`src/hdl/flash_launch_defs.vh`:
```
// Purpose: constants of the flash command launch sequencer
// Assumes: 16-bit register port, word-addressed, one register per address
// Notes:   offsets, field positions, reset values and command codes
// Function
// - any divider write sets the loaded flag; flag low means never written
// - program or erase launched with divider unloaded sets access error, no run
// - while completion flag low, launches and object array writes are ignored
// - index field selects which object array word is read or written
// - writing 1 to completion flag clears it and hands object to controller
// - flag stays low until done; controller sets it, results stay readable
// - code 0x0C accepted only in normal single chip mode
// - codes 0x08 and 0x0B accepted only in special single chip mode
// - 0x0D allowed except secured special; 0x0E only unsecured special
// - secured special accepts only 0x01, 0x02, 0x08 and 0x0B
// - code 0x01 verifies all blocks erased, reports at completion
// - code 0x03 verifies a word range erased; 0x02 verifies a block
// - code 0x07 programs the 64 byte once field; 0x04 reads it back
// - code 0x06 programs one phrase in program flash
// - code 0x08 erases all only with all protect open bits set
// - code 0x09 full program block erase needs both disables and open bit
// - code 0x0a erases the program flash sector holding the address
// - code 0x0b erases all blocks then verifies them to release security
// - high byte of object word 000 is the command code
// - an invalid command code sets access error and is not processed
`ifndef FLASH_LAUNCH_DEFS_VH
`define FLASH_LAUNCH_DEFS_VH

// register addresses
`define ADDR_CLKDIV     3'h0
`define ADDR_CMDIDX     3'h1
`define ADDR_STATUS     3'h2
`define ADDR_PPROT      3'h3
`define ADDR_DPROT      3'h4
`define ADDR_CMDOBJ     3'h5
`define ADDR_MODE       3'h6
`define ADDR_REJECT     3'h7

// field positions
`define CLKDIV_LOADED   7
`define STAT_DONE       7
`define STAT_ACC_ERR    5
`define STAT_PVIOL      4
`define PPROT_OPEN      7
`define PPROT_HDIS      5
`define PPROT_LDIS      4
`define DPROT_OPEN      7
`define MODE_SPECIAL    0
`define MODE_SECURED    1

// reset values
`define RST_DIV         7'h00
`define RST_PPROT       3'h0
`define RST_DPROT       1'h0

// command codes
`define CMD_EV_ALL      8'h01
`define CMD_EV_BLK      8'h02
`define CMD_EV_PSEC     8'h03
`define CMD_RD_ONCE     8'h04
`define CMD_PGM_P       8'h06
`define CMD_PGM_ONCE    8'h07
`define CMD_ERS_ALL     8'h08
`define CMD_ERS_BLK     8'h09
`define CMD_ERS_PSEC    8'h0a
`define CMD_UNSEC       8'h0b
`define CMD_BKDOOR      8'h0c
`define CMD_USR_MRG     8'h0d
`define CMD_FLD_MRG     8'h0e
`define CMD_EV_DSEC     8'h10
`define CMD_PGM_D       8'h11
`define CMD_ERS_DSEC    8'h12

`endif

```
`src/hdl/flash_launch_seq.v`:
```
// Purpose: command launch front end of an embedded flash module
// Assumes: controller on core_clk; mode and security pins are asynchronous
// Notes:   words at index 6 and 7 read zero and ignore writes
`timescale 1ns/1ps
`include "flash_launch_defs.vh"
module flash_launch_seq #(
    parameter DIV_W   = 7,
    parameter WORDS   = 6,
    parameter IDX_W   = 3
) (
    // clock and reset
    input  wire               core_clk,
    input  wire               sys_rst,
    // register port
    input  wire [2:0]         reg_addr,
    input  wire [15:0]        reg_wdata,
    input  wire               reg_wr,
    input  wire               reg_rd,
    output reg  [15:0]        reg_rdata_ff,
    // mode pins
    input  wire               special_mode_pin,
    input  wire               secured_pin,
    // controller launch
    output reg                cmd_start_ff,
    output reg  [7:0]         cmd_code_ff,
    output wire [16*WORDS-1:0] cmd_obj_flat,
    output wire               time_base_tick,
    output wire               pflash_full_erase_ok,
    output wire               dflash_full_erase_ok,
    // controller results
    input  wire               ctl_done,
    input  wire               ctl_res_wr,
    input  wire [IDX_W-1:0]   ctl_res_idx,
    input  wire [15:0]        ctl_res_data,
    input  wire               ctl_pviol,
    // status
    output wire               command_complete_flag,
    output wire               access_error_flag
);

// register state
reg  [DIV_W-1:0] div_ff;
reg              div_loaded_ff;
reg  [IDX_W-1:0] idx_ff;
reg              done_ff;
reg              acc_err_ff;
reg              pviol_ff;
reg              pp_open_ff;
reg              pp_hdis_ff;
reg              pp_ldis_ff;
reg              dp_open_ff;
reg  [3:0]       reject_ff;
reg  [15:0]      obj_ff [0:WORDS-1];

// pin synchronisers
reg              spec_s1_ff;
reg              spec_s2_ff;
reg              sec_s1_ff;
reg              sec_s2_ff;

// next values
reg              nxt_done;
reg              nxt_acc_err;
reg              nxt_pviol;
reg  [3:0]       nxt_reject;
reg              nxt_start;
reg  [15:0]      nxt_rdata;

// decode
wire             wr_div;
wire             wr_idx;
wire             wr_stat;
wire             wr_pp;
wire             wr_dp;
wire             wr_obj;
wire             launch_req;
wire [7:0]       code;
wire             known;
wire             allowed;
wire             needs_div;
wire             prot_block;
wire             reject;

integer          i;

// command code is recognised at all
function is_known;
    input [7:0] c;
    begin
        case (c)
            `CMD_EV_ALL, `CMD_EV_BLK, `CMD_EV_PSEC, `CMD_RD_ONCE,
            `CMD_PGM_P, `CMD_PGM_ONCE, `CMD_ERS_ALL, `CMD_ERS_BLK,
            `CMD_ERS_PSEC, `CMD_UNSEC, `CMD_BKDOOR, `CMD_USR_MRG,
            `CMD_FLD_MRG, `CMD_EV_DSEC, `CMD_PGM_D, `CMD_ERS_DSEC:
                is_known = 1'b1;
            default:
                is_known = 1'b0;
        endcase
    end
endfunction

// command permitted in the given mode and security state
function is_allowed;
    input [7:0] c;
    input       spec;
    input       sec;
    begin
        case (c)
            `CMD_EV_ALL, `CMD_EV_BLK:
                is_allowed = 1'b1;
            `CMD_ERS_ALL, `CMD_UNSEC:
                is_allowed = spec;
            `CMD_BKDOOR:
                is_allowed = !spec;
            `CMD_USR_MRG:
                is_allowed = !(spec && sec);
            `CMD_FLD_MRG:
                is_allowed = spec && !sec;
            `CMD_EV_PSEC, `CMD_RD_ONCE, `CMD_PGM_P, `CMD_PGM_ONCE,
            `CMD_ERS_BLK, `CMD_ERS_PSEC, `CMD_EV_DSEC, `CMD_PGM_D,
            `CMD_ERS_DSEC:
                is_allowed = !(spec && sec);
            default:
                is_allowed = 1'b0;
        endcase
    end
endfunction

// command programs or erases cells and so needs the time base
function is_pgm_ers;
    input [7:0] c;
    begin
        case (c)
            `CMD_PGM_P, `CMD_PGM_ONCE, `CMD_ERS_ALL, `CMD_ERS_BLK,
            `CMD_ERS_PSEC, `CMD_UNSEC, `CMD_PGM_D, `CMD_ERS_DSEC:
                is_pgm_ers = 1'b1;
            default:
                is_pgm_ers = 1'b0;
        endcase
    end
endfunction

// two-flop synchronisers for the mode pins
always @(posedge core_clk) begin
    if (sys_rst) begin
        spec_s1_ff <= 1'b0;
        spec_s2_ff <= 1'b0;
        sec_s1_ff  <= 1'b0;
        sec_s2_ff  <= 1'b0;
    end else begin
        spec_s1_ff <= special_mode_pin;
        spec_s2_ff <= spec_s1_ff;
        sec_s1_ff  <= secured_pin;
        sec_s2_ff  <= sec_s1_ff;
    end
end

// address decode
assign wr_div  = reg_wr && (reg_addr == `ADDR_CLKDIV);
assign wr_idx  = reg_wr && (reg_addr == `ADDR_CMDIDX);
assign wr_stat = reg_wr && (reg_addr == `ADDR_STATUS);
assign wr_pp   = reg_wr && (reg_addr == `ADDR_PPROT);
assign wr_dp   = reg_wr && (reg_addr == `ADDR_DPROT);
assign wr_obj  = reg_wr && (reg_addr == `ADDR_CMDOBJ);

// launch only while idle; a write of 1 while busy does nothing
assign launch_req = wr_stat && reg_wdata[`STAT_DONE] && done_ff;

// command code lives in the high byte of word 0
assign code       = obj_ff[0][15:8];
assign known      = is_known(code);
assign allowed    = is_allowed(code, spec_s2_ff, sec_s2_ff);
assign needs_div  = is_pgm_ers(code) && !div_loaded_ff;
// mass erase refused unless every protection is opened
assign prot_block = (code == `CMD_ERS_ALL) &&
                    !(pp_ldis_ff && pp_hdis_ff && pp_open_ff && dp_open_ff);
assign reject     = !known || !allowed || needs_div;

// status flags and launch
always @* begin
    nxt_done    = done_ff;
    nxt_acc_err = acc_err_ff;
    nxt_pviol  = pviol_ff;
    nxt_reject = reject_ff;
    nxt_start  = 1'b0;
    // write one clears the error flags
    if (wr_stat && reg_wdata[`STAT_ACC_ERR]) begin
        nxt_acc_err = 1'b0;
    end
    if (wr_stat && reg_wdata[`STAT_PVIOL]) begin
        nxt_pviol = 1'b0;
    end
    // controller finish; results already sit in the array
    if (!done_ff && ctl_done) begin
        nxt_done = 1'b1;
    end
    if (!done_ff && ctl_pviol) begin
        nxt_pviol = 1'b1;
    end
    if (launch_req) begin
        nxt_reject = {prot_block, needs_div, !allowed, !known};
        if (reject) begin
            nxt_acc_err = 1'b1;
        end else if (prot_block) begin
            nxt_pviol = 1'b1;
        end else begin
            nxt_done  = 1'b0;
            nxt_start = 1'b1;
        end
    end
end

always @(posedge core_clk) begin
    if (sys_rst) begin
        done_ff      <= 1'b1;
        acc_err_ff   <= 1'b0;
        pviol_ff     <= 1'b0;
        reject_ff    <= 4'h0;
        cmd_start_ff <= 1'b0;
        cmd_code_ff  <= 8'h00;
    end else begin
        done_ff      <= nxt_done;
        acc_err_ff   <= nxt_acc_err;
        pviol_ff     <= nxt_pviol;
        reject_ff    <= nxt_reject;
        cmd_start_ff <= nxt_start;
        if (nxt_start) begin
            cmd_code_ff <= code;
        end
    end
end

// clock divider; the loaded flag only falls at reset
always @(posedge core_clk) begin
    if (sys_rst) begin
        div_ff        <= `RST_DIV;
        div_loaded_ff <= 1'b0;
    end else if (wr_div) begin
        div_ff        <= reg_wdata[DIV_W-1:0];
        div_loaded_ff <= 1'b1;
    end
end

// index and protection registers
always @(posedge core_clk) begin
    if (sys_rst) begin
        idx_ff     <= {IDX_W{1'b0}};
        pp_open_ff <= 1'b0;
        pp_hdis_ff <= 1'b0;
        pp_ldis_ff <= 1'b0;
        dp_open_ff <= `RST_DPROT;
    end else begin
        if (wr_idx) begin
            idx_ff <= reg_wdata[IDX_W-1:0];
        end
        if (wr_pp) begin
            pp_open_ff <= reg_wdata[`PPROT_OPEN];
            pp_hdis_ff <= reg_wdata[`PPROT_HDIS];
            pp_ldis_ff <= reg_wdata[`PPROT_LDIS];
        end
        if (wr_dp) begin
            dp_open_ff <= reg_wdata[`DPROT_OPEN];
        end
    end
end

// object array: software writes while idle, controller returns results while busy
always @(posedge core_clk) begin
    if (sys_rst) begin
        for (i = 0; i < WORDS; i = i + 1) begin
            obj_ff[i] <= 16'h0000;
        end
    end else if (done_ff) begin
        if (wr_obj && (idx_ff < WORDS)) begin
            obj_ff[idx_ff] <= reg_wdata;
        end
    end else if (ctl_res_wr && (ctl_res_idx < WORDS)) begin
        obj_ff[ctl_res_idx] <= ctl_res_data;
    end
end

// only controller result writes change the array while busy, so the controller reads it directly
genvar g;
generate
    for (g = 0; g < WORDS; g = g + 1) begin : obj_out
        assign cmd_obj_flat[16*g +: 16] = obj_ff[g];
    end
endgenerate

// read data, one cycle after the strobe
always @* begin
    nxt_rdata = 16'h0000;
    if (reg_addr == `ADDR_CLKDIV) begin
        nxt_rdata[DIV_W-1:0]      = div_ff;
        nxt_rdata[`CLKDIV_LOADED] = div_loaded_ff;
    end else if (reg_addr == `ADDR_CMDIDX) begin
        nxt_rdata[IDX_W-1:0] = idx_ff;
    end else if (reg_addr == `ADDR_STATUS) begin
        nxt_rdata[`STAT_DONE]    = done_ff;
        nxt_rdata[`STAT_ACC_ERR] = acc_err_ff;
        nxt_rdata[`STAT_PVIOL]  = pviol_ff;
    end else if (reg_addr == `ADDR_PPROT) begin
        nxt_rdata[`PPROT_OPEN] = pp_open_ff;
        nxt_rdata[`PPROT_HDIS] = pp_hdis_ff;
        nxt_rdata[`PPROT_LDIS] = pp_ldis_ff;
    end else if (reg_addr == `ADDR_DPROT) begin
        nxt_rdata[`DPROT_OPEN] = dp_open_ff;
    end else if (reg_addr == `ADDR_CMDOBJ) begin
        if (idx_ff < WORDS) begin
            nxt_rdata = obj_ff[idx_ff];
        end
    end else if (reg_addr == `ADDR_MODE) begin
        nxt_rdata[`MODE_SPECIAL] = spec_s2_ff;
        nxt_rdata[`MODE_SECURED] = sec_s2_ff;
    end else begin
        nxt_rdata[3:0] = reject_ff;
    end
end

always @(posedge core_clk) begin
    if (sys_rst) begin
        reg_rdata_ff <= 16'h0000;
    end else if (reg_rd) begin
        reg_rdata_ff <= nxt_rdata;
    end else begin
        reg_rdata_ff <= 16'h0000;
    end
end

// full-block erase permissions for the controller
assign pflash_full_erase_ok = pp_ldis_ff && pp_hdis_ff && pp_open_ff;
assign dflash_full_erase_ok = dp_open_ff;

assign command_complete_flag = done_ff;
assign access_error_flag     = acc_err_ff;

// time base runs only once software has loaded the divider
flash_time_base #(
    .DIV_W   (DIV_W)
) u_time_base (
    .core_clk (core_clk),
    .sys_rst  (sys_rst),
    .enable   (div_loaded_ff),
    .div_val  (div_ff),
    .tick_ff  (time_base_tick)
);

endmodule

```
`src/hdl/flash_time_base.v`:
```
// Purpose: divides the bus clock into the flash time base tick
// Assumes: divider_value_field stable while a command runs
// Notes:   tick period is div_val + 1 bus clocks
`timescale 1ns/1ps
module flash_time_base #(
    parameter DIV_W = 7
) (
    // clock and reset
    input  wire             core_clk,
    input  wire             sys_rst,
    // control
    input  wire             enable,
    input  wire [DIV_W-1:0] div_val,
    // time base
    output reg              tick_ff
);

reg  [DIV_W-1:0] cnt_ff;
wire             wrap;

assign wrap = (cnt_ff >= div_val);

always @(posedge core_clk) begin
    if (sys_rst || !enable) begin
        cnt_ff  <= {DIV_W{1'b0}};
        tick_ff <= 1'b0;
    end else begin
        // restart counting once the count reaches the divider value
        cnt_ff  <= wrap ? {DIV_W{1'b0}} : cnt_ff + 1'b1;
        tick_ff <= wrap;
    end
end

endmodule

```
`config.mk`:
```
export PLATFORM = sky130hd
export DESIGN_NAME = flash_launch_seq
export DESIGN_NICKNAME = d
export VERILOG_FILES = /design/src/hdl/flash_launch_seq.v /design/src/hdl/flash_time_base.v
export VERILOG_INCLUDE_DIRS = /design/src /design/src/hdl
export SDC_FILE = /design/constraint.sdc
export NUM_CORES = 1
export LEC_CHECK = 0
export BUFFER_PORTS_ARGS = -buffer_cell sky130_fd_sc_hd__buf_2
export CORE_MARGIN = 4
export CORE_UTILIZATION = 59
export DETAILED_ROUTE_END_ITERATION = 10
export PLACE_DENSITY = 0.82
export SYNTH_ARGS = -nofsm -noshare
export SYNTH_HDL_FRONTEND = slang
export SYNTH_SLANG_ARGS = --single-unit
```
`constraint.sdc`:
```
create_clock -name core_clk -period 3.9 [get_ports core_clk]
set_input_delay 0.39 -clock core_clk [delete_from_list [all_inputs] [get_ports core_clk]]
set_output_delay 0.39 -clock core_clk [all_outputs]
set_load 0.01 [all_outputs]
```
* Word level (Yosys, flattened, before mapping)
Memory sizes are Yosys's and may differ from the RTL's. A register that Yosys moved wholly into a read port is not among the register bits. Cells that the tools add are included.
Storage, ports and cells: bits in registers 59, latch bits 0, RAM bits 96, ROM bits 64, input bits 47, output and inout port bits 126, logic and storage cells 152, memories 3
Operators by class: add/subtract/negate cells 1, $mul 0, divide/modulo/power cells 0, $lt $le $gt $ge 3, eq/ne operators 22, shifts and indexed selects 0, mux-type cells 59, bitwise gates (word level) 1, reduce and logical (&&, ||, !) cells 42
Memories:
- obj_ff | depth 6, width 16, read ports 7, clocked after memory_dff 1, wr ports 6, RTL line flash_launch_seq.v:53 | reg [15:0] obj_ff [0:WORDS-1];
- (name not given) | depth 32, width 1, read ports 1, clocked after memory_dff 0, wr ports 0, RTL line flash_launch_seq.v:133 | case (c)
- (name not given) | depth 32, width 1, read ports 1, clocked after memory_dff 0, wr ports 0, RTL line flash_launch_seq.v:90 | case (c)
Operators with widths (number):
- 12-bit two-way mux | 6
- 8-bit by 4-bit equality test with 1-bit output, second input constant | 7
- 16-bit two-way mux | 3
- 1-bit two-way mux | 34
- 16-bit OR reduction | 2
- 8-bit by 3-bit equality test with 1-bit output, second input constant | 3
- 8-bit by 5-bit equality test with 1-bit output, second input constant | 3
- 1-bit logical AND | 21
- 8-bit by 2-bit equality test with 1-bit output, second input constant | 2
- 3-bit two-way mux | 5
- 4-bit two-way mux | 3
- 10-bit OR reduction | 1
- 3-bit equality test, second input constant | 3
- 8-bit by 1-bit equality test with 1-bit output, second input constant | 1
- 1-bit logical NOT | 8
- 2-bit two-way mux | 4
- 8-bit two-way mux | 1
- 2-bit OR reduction | 4
- 7-bit by 1-bit adder with 7-bit output, second input constant | 1
- 7-bit >= comparator | 1
- 7-bit two-way mux | 1
- 7-bit OR reduction | 1
- 3-bit by 2-bit equality test with 1-bit output, second input constant | 2
- 3-bit logical NOT | 2
- other kinds (6) | 9

* Depth between registers and ports, before layout
Gate-level depths: netlist (run 1).
depth after elaboration 13, mapped depth 10, gate-level depth less buffers 8

* Modules after synthesis
A second synthesis (run 1) with hierarchy kept.
Unflattened totals: cell total of the unflattened synthesis 687, area, all modules 8536.9 sq um
Modules (own cells, without submodules):
- flash_launch_seq | instances 1, cells an instance 635, area an instance 8064.0 sq um, seq. area each 4924.7 sq um
- flash_time_base | instances 1, cells an instance 52, area an instance 473.0 sq um, seq. area each 160.2 sq um

* Worst setup path before layout (run 1)
Ideal clock, no wire load.
path kind input to register, start point input reg_addr[0], end point memory obj_ff[1][0], enable pin, library setup time 372 ps, arrival 2203 ps, required time 3528 ps, path slack 1325 ps, cell stages on the path 9, cell sequence nor2b_2 -> nand3_1 -> buf_2 -> nor3_4 -> a21oi_1 -> or3_1 -> buf_2 -> buf_6 -> nand2_1
RTL lines:
- from (decl) | RTL line flash_launch_seq.v:15 | input wire [2:0] reg_addr,
- to (decl) | RTL line flash_launch_seq.v:53

==> metrics.cfg, run 1 <==
[power_and_ir_drop]
max-vdd-ir-drop_uv = 301.7
switching_share_pct = 22.48
p_leak_uw = 0.004054
p_int_uw = 3327
pwr-share-comb_pct = 6.4
p_clk_share_pct = 41.2
sequentialPowerShare_pct = 52.5
power.density_nw_per_um2 = 428.4
switching_power_uw = 964.7

[floorplanning]
die_x_um = 126.4
top_level_ports = 173
start_util_pct = 59.82
die_area_um2 = 15980
core-area_um2 = 13830
rows = 43
die_h_um = 126.4

[synth]
synth_edf_count = 128
async_reset_ff_share_pct = 0
seq_area_frac_synth_pct = 61.47
netlist_instances = 662
yosysWarnings = 0
avgSynthCellArea_um2 = 12.49
synthDistinctLibCells = 56
ys_ff_latch = 190
yosys_most_used_dff = edfxtp_1
syn-cell-area_um2 = 8272

[placed_design]
gp_congestion = 0.8978
io_buffers = 172
dp_worst_setup_slack_ns = 0.7574
hpwl_mm = 16.46
place_area_um2 = 9427

[detailed_routing]
drc_errors = 0
postRouteWirelength_mm = 22.49
first_pass_iters = 7
via_per_inst = 5.927
ant_nets = 0
vias = 6247
routedWlPerCell_um = 21.33
drt_iter0_drc = 692

[critical_path]
crit_arrival_ns = 2.97
cp-end-kind = flip-flop
crit_end = obj_ff[2][9]
r2r_cells = 7
regToRegSetupSlack_ns = 0.99
regToRegStartpoint = command_complete_flag
start_kind = flip-flop
required_ns = 3.96
r2r_end = obj_ff[2][9]
critPathKind = flip-flop to flip-flop
crit_path_start = command_complete_flag
cp_max_fo = 17

[cells_and_area]
layout_common_cells = buf_2, edfxtp_1, nor2_1, dfxtp_1, nand2_1
drive_gt1_share_pct = 30.43
area_growth_pct = 21.13
nFillCells = 973
final_common_cell = buf_2
design_area_um2 = 10020
fin_util_pct = 72.46
nets = 923
antenna_cells = 0

[sta]
clock.fmax_ghz = 0.3442
post-route-period-util_pct = 74.49
final_max_slew_viol_count = 0
hold_viol = 0
slew_headroom_pct = 29.13
tightest_slew_ns = 1.062
skew_ns = 0.009327
setup_viol = 0
fin_setup_tns_ns = 0
grt_setup_unrepaired = false
period_needed_ns = 2.905
setup_ws_ns = 0.9949

[run]
max_cap_viol_count = 0

[clock_tree]
cts_buffer_depth = 2
cts_setup_buffers = 0
ctsRootBufferMaster = clkbuf_16
cts.repair.resized = 0
cts_tree = done
clk_pin_slew_ns = 0.07
cts_hold_buf = 0
clk_latency_ns = 0.43
cts_buffers = 17
cts.sinks = 190
h-tree-depth = 4

[global_route]
grt_pass1_vias = 6114
grt_max_degree = 35
antenna_found_initial = 0
track_usage_pct = 28.30
globalRouteOverflowTotal = 0
grt_pass1_wl_mm = 34.42

[worst_hold_path]
hold_class = primary input to flip-flop

[status]
status = complete, no violations

cell families after synthesis:
| logic type | Yosys count | share of synthesized area, % |
|---|---|---|
| AND/OR/NAND/NOR | 237 | 13.05 |
| adder cells (fa/ha/maj) | 14 | 2.118 |
| AO/OA/AOI/OAI | 80 | 6.505 |
| flip-flops | 190 | 61.47 |
| multiplexers | 66 | 12.87 |
| buffers and inverters | 68 | 3.298 |
| XOR/XNOR | 6 | 0.6354 |
| other | 1 | 0.04534 |
state kept, by name, indices dropped and copies added, names as in the netlist, 3 cells and up, named ones only:
| register | flops |
|---|---|
| reject_ff | 4 |
| reg_rdata_ff | 16 |
| cmd_code_ff | 8 |
| idx_ff | 3 |
| div_ff | 7 |
| u_time_base.cnt_ff | 7 |
| obj_ff | 128 |
layer usage:
layer | global-route usage, % | vias up | routed length, um
met2 | 48.13 | 376 | 11650
met5 | 0 | - | 0
met3 | 5.558 | 49 | 1884
met1 | 35.71 | 3071 | 8191
li1 | - | 2751 | -
met4 | 11.80 | 0 | 764
critical path, stage by stage (launching register included):
cell	delay [ns]
dfxtp_1	0.37
nor2_1	0.24
and3_1	0.75
nand2_1	0.11
o21ai_1	0.19
nand2_1	0.09
buf_4	0.21
nand2_1	0.56
synthesized netlist by cell type, types with 3 or more instances:
cell	n	area, um2
nor3_1	5	25.02
a22oi_1	16	120.1
mux2_2	3	33.78
ha_1	14	175.2
o22ai_1	5	31.28
mux2i_1	31	310.3
nor2_2	9	56.30
nand3_1	11	55.05
clkbuf_1	24	90.09
buf_2	8	40.04
a211oi_1	6	45.04
xor2_1	3	26.28
edfxtp_1	128	3844
o211a_1	3	30.03
mux4_2	32	720.7
nand2b_1	7	43.79
a21o_1	3	22.52
and3_1	4	25.02
dfxtp_1	62	1241
nor2b_1	8	50.05
nand2_1	49	183.9
inv_1	32	120.1
xnor2_1	3	26.28
nor2_1	124	465.5
a2bb2oi_1	3	26.28
o21ai_0	12	60.06
nor3b_1	3	22.52
a21oi_1	18	90.09
metrics by stage:
stage          instances  hold slack (ns)  power, uW
2_1_floorplan        693           0.4138       2431
6_report            1054           0.1918       4292
5_1_grt             1054           0.2245       4407
3_5_place_dp        1023           0.4462       2564
3_3_place_gp        1023           0.4384       2554
4_1_cts             1054           0.1949       4289
power by group through the flow:
| stage | clock network [uW] | logic, uW | registers, uW |
|---|---|---|---|
| 2_1_floorplan | 0 | 137 | 2290 |
| 5_1_grt | 1860 | 294 | 2260 |
| 4_1_cts | 1770 | 271 | 2250 |
| 3_3_place_gp | 0 | 263 | 2290 |
| 3_5_place_dp | 0 | 269 | 2290 |
| 6_report | 1770 | 273 | 2250 |
how the worst min path moves through the flow:
stage | to | startpoint | cells past startpoint
2_1_floorplan | sec_s2_ff | sec_s1_ff | 1
3_3_place_gp | sec_s2_ff | sec_s1_ff | 1
3_5_place_dp | spec_s2_ff | spec_s1_ff | 1
4_1_cts | spec_s1_ff | special_mode_pin | 2
5_1_grt | spec_s1_ff | special_mode_pin | 2
6_report | sec_s1_ff | secured_pin | 2
final cells by class:
cell class | count | area, um2 | area share, %
clock buffers | 19 | 432.9 | 4.321
well taps | 180 | 225.2 | 2.248
clock inverters | 12 | 160.2 | 1.598
inverters | 33 | 123.9 | 1.236
flip-flops and latches | 190 | 5086 | 50.76
multi-input cells | 435 | 3033 | 30.27
repair buffers | 185 | 958.4 | 9.565
Power figures use the tool's default switching activity.
==> run 2, diff against run 1 <==
- ABC_AREA: not set -> 1
- CORE_UTILIZATION: 59 -> 50
- PLACE_DENSITY: 0.82 -> 0.74
- clock period: 3.9 -> 2.66 ns (I/O delays scaled with it)
==> metrics.cfg, run 2 <==
[floorplanning]
die_area_um2 = 19220  ; +20%
rows = 47  ; +9.3%
die_h_um = 138.6  ; +9.7%
core-area_um2 = 16640  ; +20%
start_util_pct = 51.26  ; -8.6 points
die_x_um = 138.6  ; +9.7%
top_level_ports = 173  ; unchanged

[synth]
avgSynthCellArea_um2 = 9.313  ; -25%
yosys.area.top_type = edfxtp_1
netlist_instances = 916  ; +38%
yosysWarnings = 0  ; unchanged
async_reset_ff_share_pct = 0  ; unchanged
yosys_most_used_dff = edfxtp_1
synth_commonest_cells = nor2_1, edfxtp_1, inv_1
seq_area_frac_synth_pct = 59.61  ; -1.9 points
yosys-top-cells-area = edfxtp_1, dfxtp_1, nor2_1
ys_ff_latch = 190  ; unchanged
yosys.cell_count.top_type = nor2_1
synth_top_area_share_pct = 45.06  ; -1.4 points
synthDistinctLibCells = 42  ; -25%
synth_edf_count = 128  ; unchanged
syn-cell-area_um2 = 8531  ; +3.1%

[sta]
slew_headroom_pct = 57.62  ; +28 points
grt_setup_unrepaired = false
post-route-period-util_pct = 81.13  ; +6.6 points
period_needed_ns = 2.158  ; -0.7469 ns
fin_setup_tns_ns = 0  ; unchanged
setup_viol = 0  ; unchanged
clock.fmax_ghz = 0.4634  ; +35%
hold_viol = 0  ; unchanged
skew_ns = 0.008054  ; -0.001273 ns
tightest_slew_ns = 0.6351  ; -0.4268 ns
final_max_slew_viol_count = 0  ; unchanged

[critical_path]
crit_arrival_ns = 2.48  ; -0.49 ns
r2r_cells = 13  ; +6
cp_max_fo = 10  ; -7
cp-end-kind = flip-flop
critPathKind = flip-flop to flip-flop
required_ns = 2.98  ; -0.98 ns
start_kind = flip-flop

[worst_hold_path]
holdPathStages = 3  ; +1
hold_class = primary input to flip-flop

[global_route]
grt_max_degree = 35  ; unchanged
globalRouteOverflowTotal = 0  ; unchanged
grt_pass1_vias = 6841  ; +12%
antenna_found_initial = 0  ; unchanged
grt_pass1_wl_mm = 36.80  ; +6.9%
track_usage_pct = 24.27  ; -4.0 points

[power_and_ir_drop]
power.density_nw_per_um2 = 601.0  ; +40%
p_total_uw = 6234  ; +45%
max-vdd-ir-drop_uv = 474.5  ; +57%
p_leak_uw = 0.004453  ; +9.8%

[clock_tree]
ctsRootBufferMaster = clkbuf_16
h-tree-depth = 4  ; unchanged
clk_latency_ns = 0.43  ; about the same
clk_pin_slew_ns = 0.07  ; about the same
cts.repair.resized = 0  ; unchanged
cts_tree = done
cts_buffer_depth = 2  ; unchanged
cts.sinks = 190  ; unchanged
cts_hold_buf = 0  ; unchanged
cts_buffers = 17  ; unchanged
cts_setup_buffers = 0  ; unchanged

[cells_and_area]
nets = 1185  ; +28%
layout_common_cells = nor2_1, buf_2, edfxtp_1, inv_1, o21ai_0
fin_util_pct = 62.33  ; -10 points
drive_gt1_share_pct = 23.39  ; -7.0 points
largest-register = obj_ff
largest_reg_flops = 128  ; unchanged
antenna_cells = 0  ; unchanged
largest_registers = obj_ff x128, reg_rdata_ff x16, cmd_code_ff x8
final_common_cell = nor2_1
area_growth_pct = 21.59

[detailed_routing]
vias = 7321  ; +17%
drc_errors = 0  ; unchanged
drt_iter0_drc = 693  ; +0.14%
postRouteWirelength_mm = 23.99  ; +6.7%
first_pass_iters = 5  ; -2
routedWlPerCell_um = 17.68  ; -17%
via_per_inst = 5.395  ; -9.0%
ant_nets = 0  ; unchanged

[placed_design]
hpwl_mm = 17.47  ; +6.1%
io_buffers = 172  ; unchanged
gp_congestion = 0.9137  ; +1.8%

[status]
status = complete, no violations

[run]
max_cap_viol_count = 0  ; unchanged

-- run 2: logic make-up (layout without fill, tap and decap cells) --
kind of cell    Yosys count  after routing  share of synthesized area, %
compound gates          196            196                         12.92
xor+xnor                  2              2                        0.2054
fa+ha+maj                14             14                         2.053
buf+inv                 160            350                         7.436
flops                   190            190                         59.61
other cells               1             32                       0.04396
simple gates            353            353                         17.73
-- run 2: layout make-up --
type | count | area [um2]
timing repair buffer | 200 | 1071
inverter | 118 | 442.9
fill | 1402 | 6270
tap | 220 | 275.3
clock inverter | 15 | 138.9
clock buffer | 17 | 425.4
multi-input combinational | 597 | 2933
sequential | 190 | 5086
-- run 2: worst max-delay path, cell delays in order, from the launching register on --
cell      delay [ns]
edfxtp_1        0.50
inv_1           0.23
ha_1            0.26
inv_1           0.05
nand2_1         0.06
nand2_1         0.05
nand3_1         0.08
nand2_1         0.05
nand2_1         0.07
nand2_1         0.05
nand2_1         0.26
nand3_4         0.20
a21oi_1         0.17
inv_1           0.05
-- run 2: worst paths after layout --
kind                startpoint               endpoint  slack (ns)
setup / recovery  obj_ff[0][8]  command_complete_flag        0.50
hold / removal     secured_pin              sec_s1_ff        0.04
setup reg to reg  obj_ff[0][8]  command_complete_flag        0.50
hold reg to reg     spec_s1_ff             spec_s2_ff        0.41
-- run 2: per-stage QoR --
stage	instances	instance area [um2]	setup WS [ns]	hold WS, ns
final	1357	10370	0.5018	0.04132
after global routing	1357	10370	0.3155	0.03546
after CTS	1357	10370	0.4981	0.02760
after detailed placement	1325	9808	0.4900	0.4049
after global placement	1325	9808	0.5320	0.3955
after floorplan	947	8652	0.4404	0.3730
-- run 2: power breakdown --
part	internal, uW	total, uW	switching (uW)	leakage, uW
Clock	1310	2450	1150	0.000281
Sequential	3240	3300	59.6	0.00183
Combinational	159	480	321	0.00235
-- run 2: layer usage --
| layer | up-vias | share of wire [%] | routed length (um) | global-route usage, % |
|---|---|---|---|---|
| li1 | 3456 | - | - | - |
| met2 | 352 | 47 | 11390 | 39.52 |
| met3 | 43 | 8.9 | 2143 | 4.172 |
| met1 | 3470 | 41 | 9835 | 32.99 |
| met5 | - | 0 | 0 | 0 |
| met4 | 0 | 2.6 | 622 | 8.857 |
==> run 3, diff against run 2 <==
- CORE_UTILIZATION: 50 -> 55
- PLACE_DENSITY: 0.74 -> 0.77
- clock period: 2.66 -> 2.01 ns (I/O delays scaled with it)
==> metrics.cfg, run 3 (synthesis gave the netlist of run 2 again) <==
[critical_path]
cp_max_fo = 10  ; unchanged
crit_arrival_ns = 2.17  ; -0.31 ns
critPathSlowestCell = edfxtp_1
crit_path_start = obj_ff[0][10]
max_stage_delay_ns = 0.50  ; about the same
required_ns = 2.34  ; -0.64 ns
start_kind = flip-flop
regToRegStartpoint = obj_ff[0][10]
cp-end-kind = flip-flop
crit_top_cell = nand2_1
critPathKind = flip-flop to flip-flop
crit_chain = inv_1 -> nand2_1 -> nand3_1 -> nand3_1 -> nand2_1 -> clkinvlp_4 -> nand3_4 -> nand2_1 -> inv_1 -> nor2_1
r2r_cells = 10  ; -3

[cells_and_area]
largest-register = obj_ff
design_area_um2 = 10560  ; +1.8%
final_common_cell = nor2_1
area_growth_pct = 23.78
nFillCells = 1184  ; -16%
fin_util_pct = 69.46  ; +7.1 points
antenna_cells = 0  ; unchanged
nets = 1199  ; +1.2%
drive_gt1_share_pct = 25.11  ; +1.7 points
largest_reg_flops = 128  ; unchanged
fin_cells = 1339  ; -1.3%
largest_registers = obj_ff x128, reg_rdata_ff x16, cmd_code_ff x8
layout_common_cells = nor2_1, buf_2, edfxtp_1, inv_1, o21ai_0

[placed_design]
dp_cells = 1302  ; -1.7%
io_buffers = 172  ; unchanged
place_area_um2 = 9916  ; +1.1%
gp_congestion = 0.8918  ; -2.4%
hpwl_mm = 16.80  ; -3.9%

[global_route]
track_usage_pct = 26.16  ; +1.9 points
globalRouteOverflowTotal = 0  ; unchanged
grt_max_degree = 59  ; +69%
grt_pass1_wl_mm = 35.84  ; -2.6%
antenna_found_initial = 0  ; unchanged
grt_pass1_vias = 6931  ; +1.3%

[floorplanning]
die_area_um2 = 17570  ; -8.6%
top_level_ports = 173  ; unchanged
die_h_um = 132.5  ; -4.4%
rows = 45  ; -4.3%
core-area_um2 = 15200  ; -8.7%
start_util_pct = 56.12  ; +4.9 points
die_x_um = 132.5  ; -4.4%

[detailed_routing]
drt-met1-wl_mm = 9.226  ; -6.2%
drt_iter0_drc = 705  ; +1.7%
first_pass_iters = 5  ; unchanged
drc_errors = 0  ; unchanged
ant_nets = 0  ; unchanged
top_layer_used = met4
routedWlPerCell_um = 17.41  ; -1.5%
postRouteWirelength_mm = 23.31  ; -2.9%
dr_wl_met3_mm = 2.115  ; -1.3%
via_per_inst = 5.561  ; +3.1%
vias = 7446  ; +1.7%
met2_length_mm = 11.31  ; -0.75%

[sta]
clock.fmax_ghz = 0.5432  ; +17%
setup_viol = 0  ; unchanged
hold_viol = 0  ; unchanged
grt_setup_unrepaired = false
period_needed_ns = 1.841  ; -0.3173 ns
worst_hold_slack_ns = 0.06383  ; +0.02251 ns
final_max_slew_viol_count = 0  ; unchanged
post-route-period-util_pct = 91.58  ; +10 points
skew_ns = 0.01152  ; +0.003461 ns

[worst_hold_path]
holdPathStages = 4  ; +1
worstHoldStart = ctl_done
hold_class = primary input to flip-flop

[clock_tree]
h-tree-depth = 4  ; unchanged
cts.sinks = 190  ; unchanged
ctsRootBufferMaster = clkbuf_16
clk_pin_slew_ns = 0.07  ; about the same
cts_buffers = 17  ; unchanged
cts_buffer_depth = 2  ; unchanged
clk_latency_ns = 0.44  ; about the same
cts_tree = done

[power_and_ir_drop]
max-vdd-ir-drop_uv = 634.6  ; +34%
power.density_nw_per_um2 = 793.3  ; +32%
p_total_uw = 8376  ; +34%
p_leak_uw = 0.004540  ; +1.9%

[status]
status = complete, no violations

[run]
max_cap_viol_count = 0  ; unchanged

[run 3: cell count changes in the layout (fill, tap and decap cells not counted), moves of 3 or more]
cell,change
nand2_2,+5
nor2_1,-3
nand2_1,-6
buf_4,+7
clkinv_2,-3
nor2_2,+3
buf_12,+5
[run 3: timing repair]
item,CTS,global route
endpoints found under the hold margin,2,0
resized for setup,0,8
setup endpoints to repair,0,13
hold buffers,2,0
buffers inserted,0,3
[run 3: area by class of cell]
class,instances,area [um2],share of cell area (%)
Clock buffer,18,429.2,4.064
Clock inverter,14,155.1,1.469
Inverter,118,446.7,4.230
Multi-Input combinational cell,597,2963,28.06
Sequential cell,190,5086,48.17
Tap cell,188,235.2,2.228
Timing Repair Buffer,214,1244,11.78
[run 3: worst paths after layout]
check                                             end  slack [ns]
worst max-delay path                   cmd_code_ff[0]        0.17
worst min-delay path            command_complete_flag        0.06
worst max register to register         cmd_code_ff[0]        0.17
worst min register to register             spec_s2_ff        0.40
[run 3: through the flow]
step                setup TNS [ns]  setup slack (ns)
floorplan                   -1.752           -0.1095
global placement                 0           0.09555
detailed placement               0           0.07401
CTS                              0           0.03253
global route                     0          0.009744
finish                           0            0.1692
[run 3: per-layer routing]
layer  up-vias  global-route usage [%]
met3        57                   5.551
met5         -                       0
li1       3483                       -
met4         0                   11.03
met2       402                   42.85
met1      3504                   33.97
[run 3: worst max-delay path, delay by kind of cell, from the launching register on]
kind	cells	cell delay [ns]
and+or+nand+nor	7	0.78
DFF	1	0.50
buffers and inverters	3	0.47
[run 3: power breakdown]
group          internal, uW  switching (uW)
registers              4290            74.8
logic                   233             427
clock network          1860            1490
total                  6380            2000
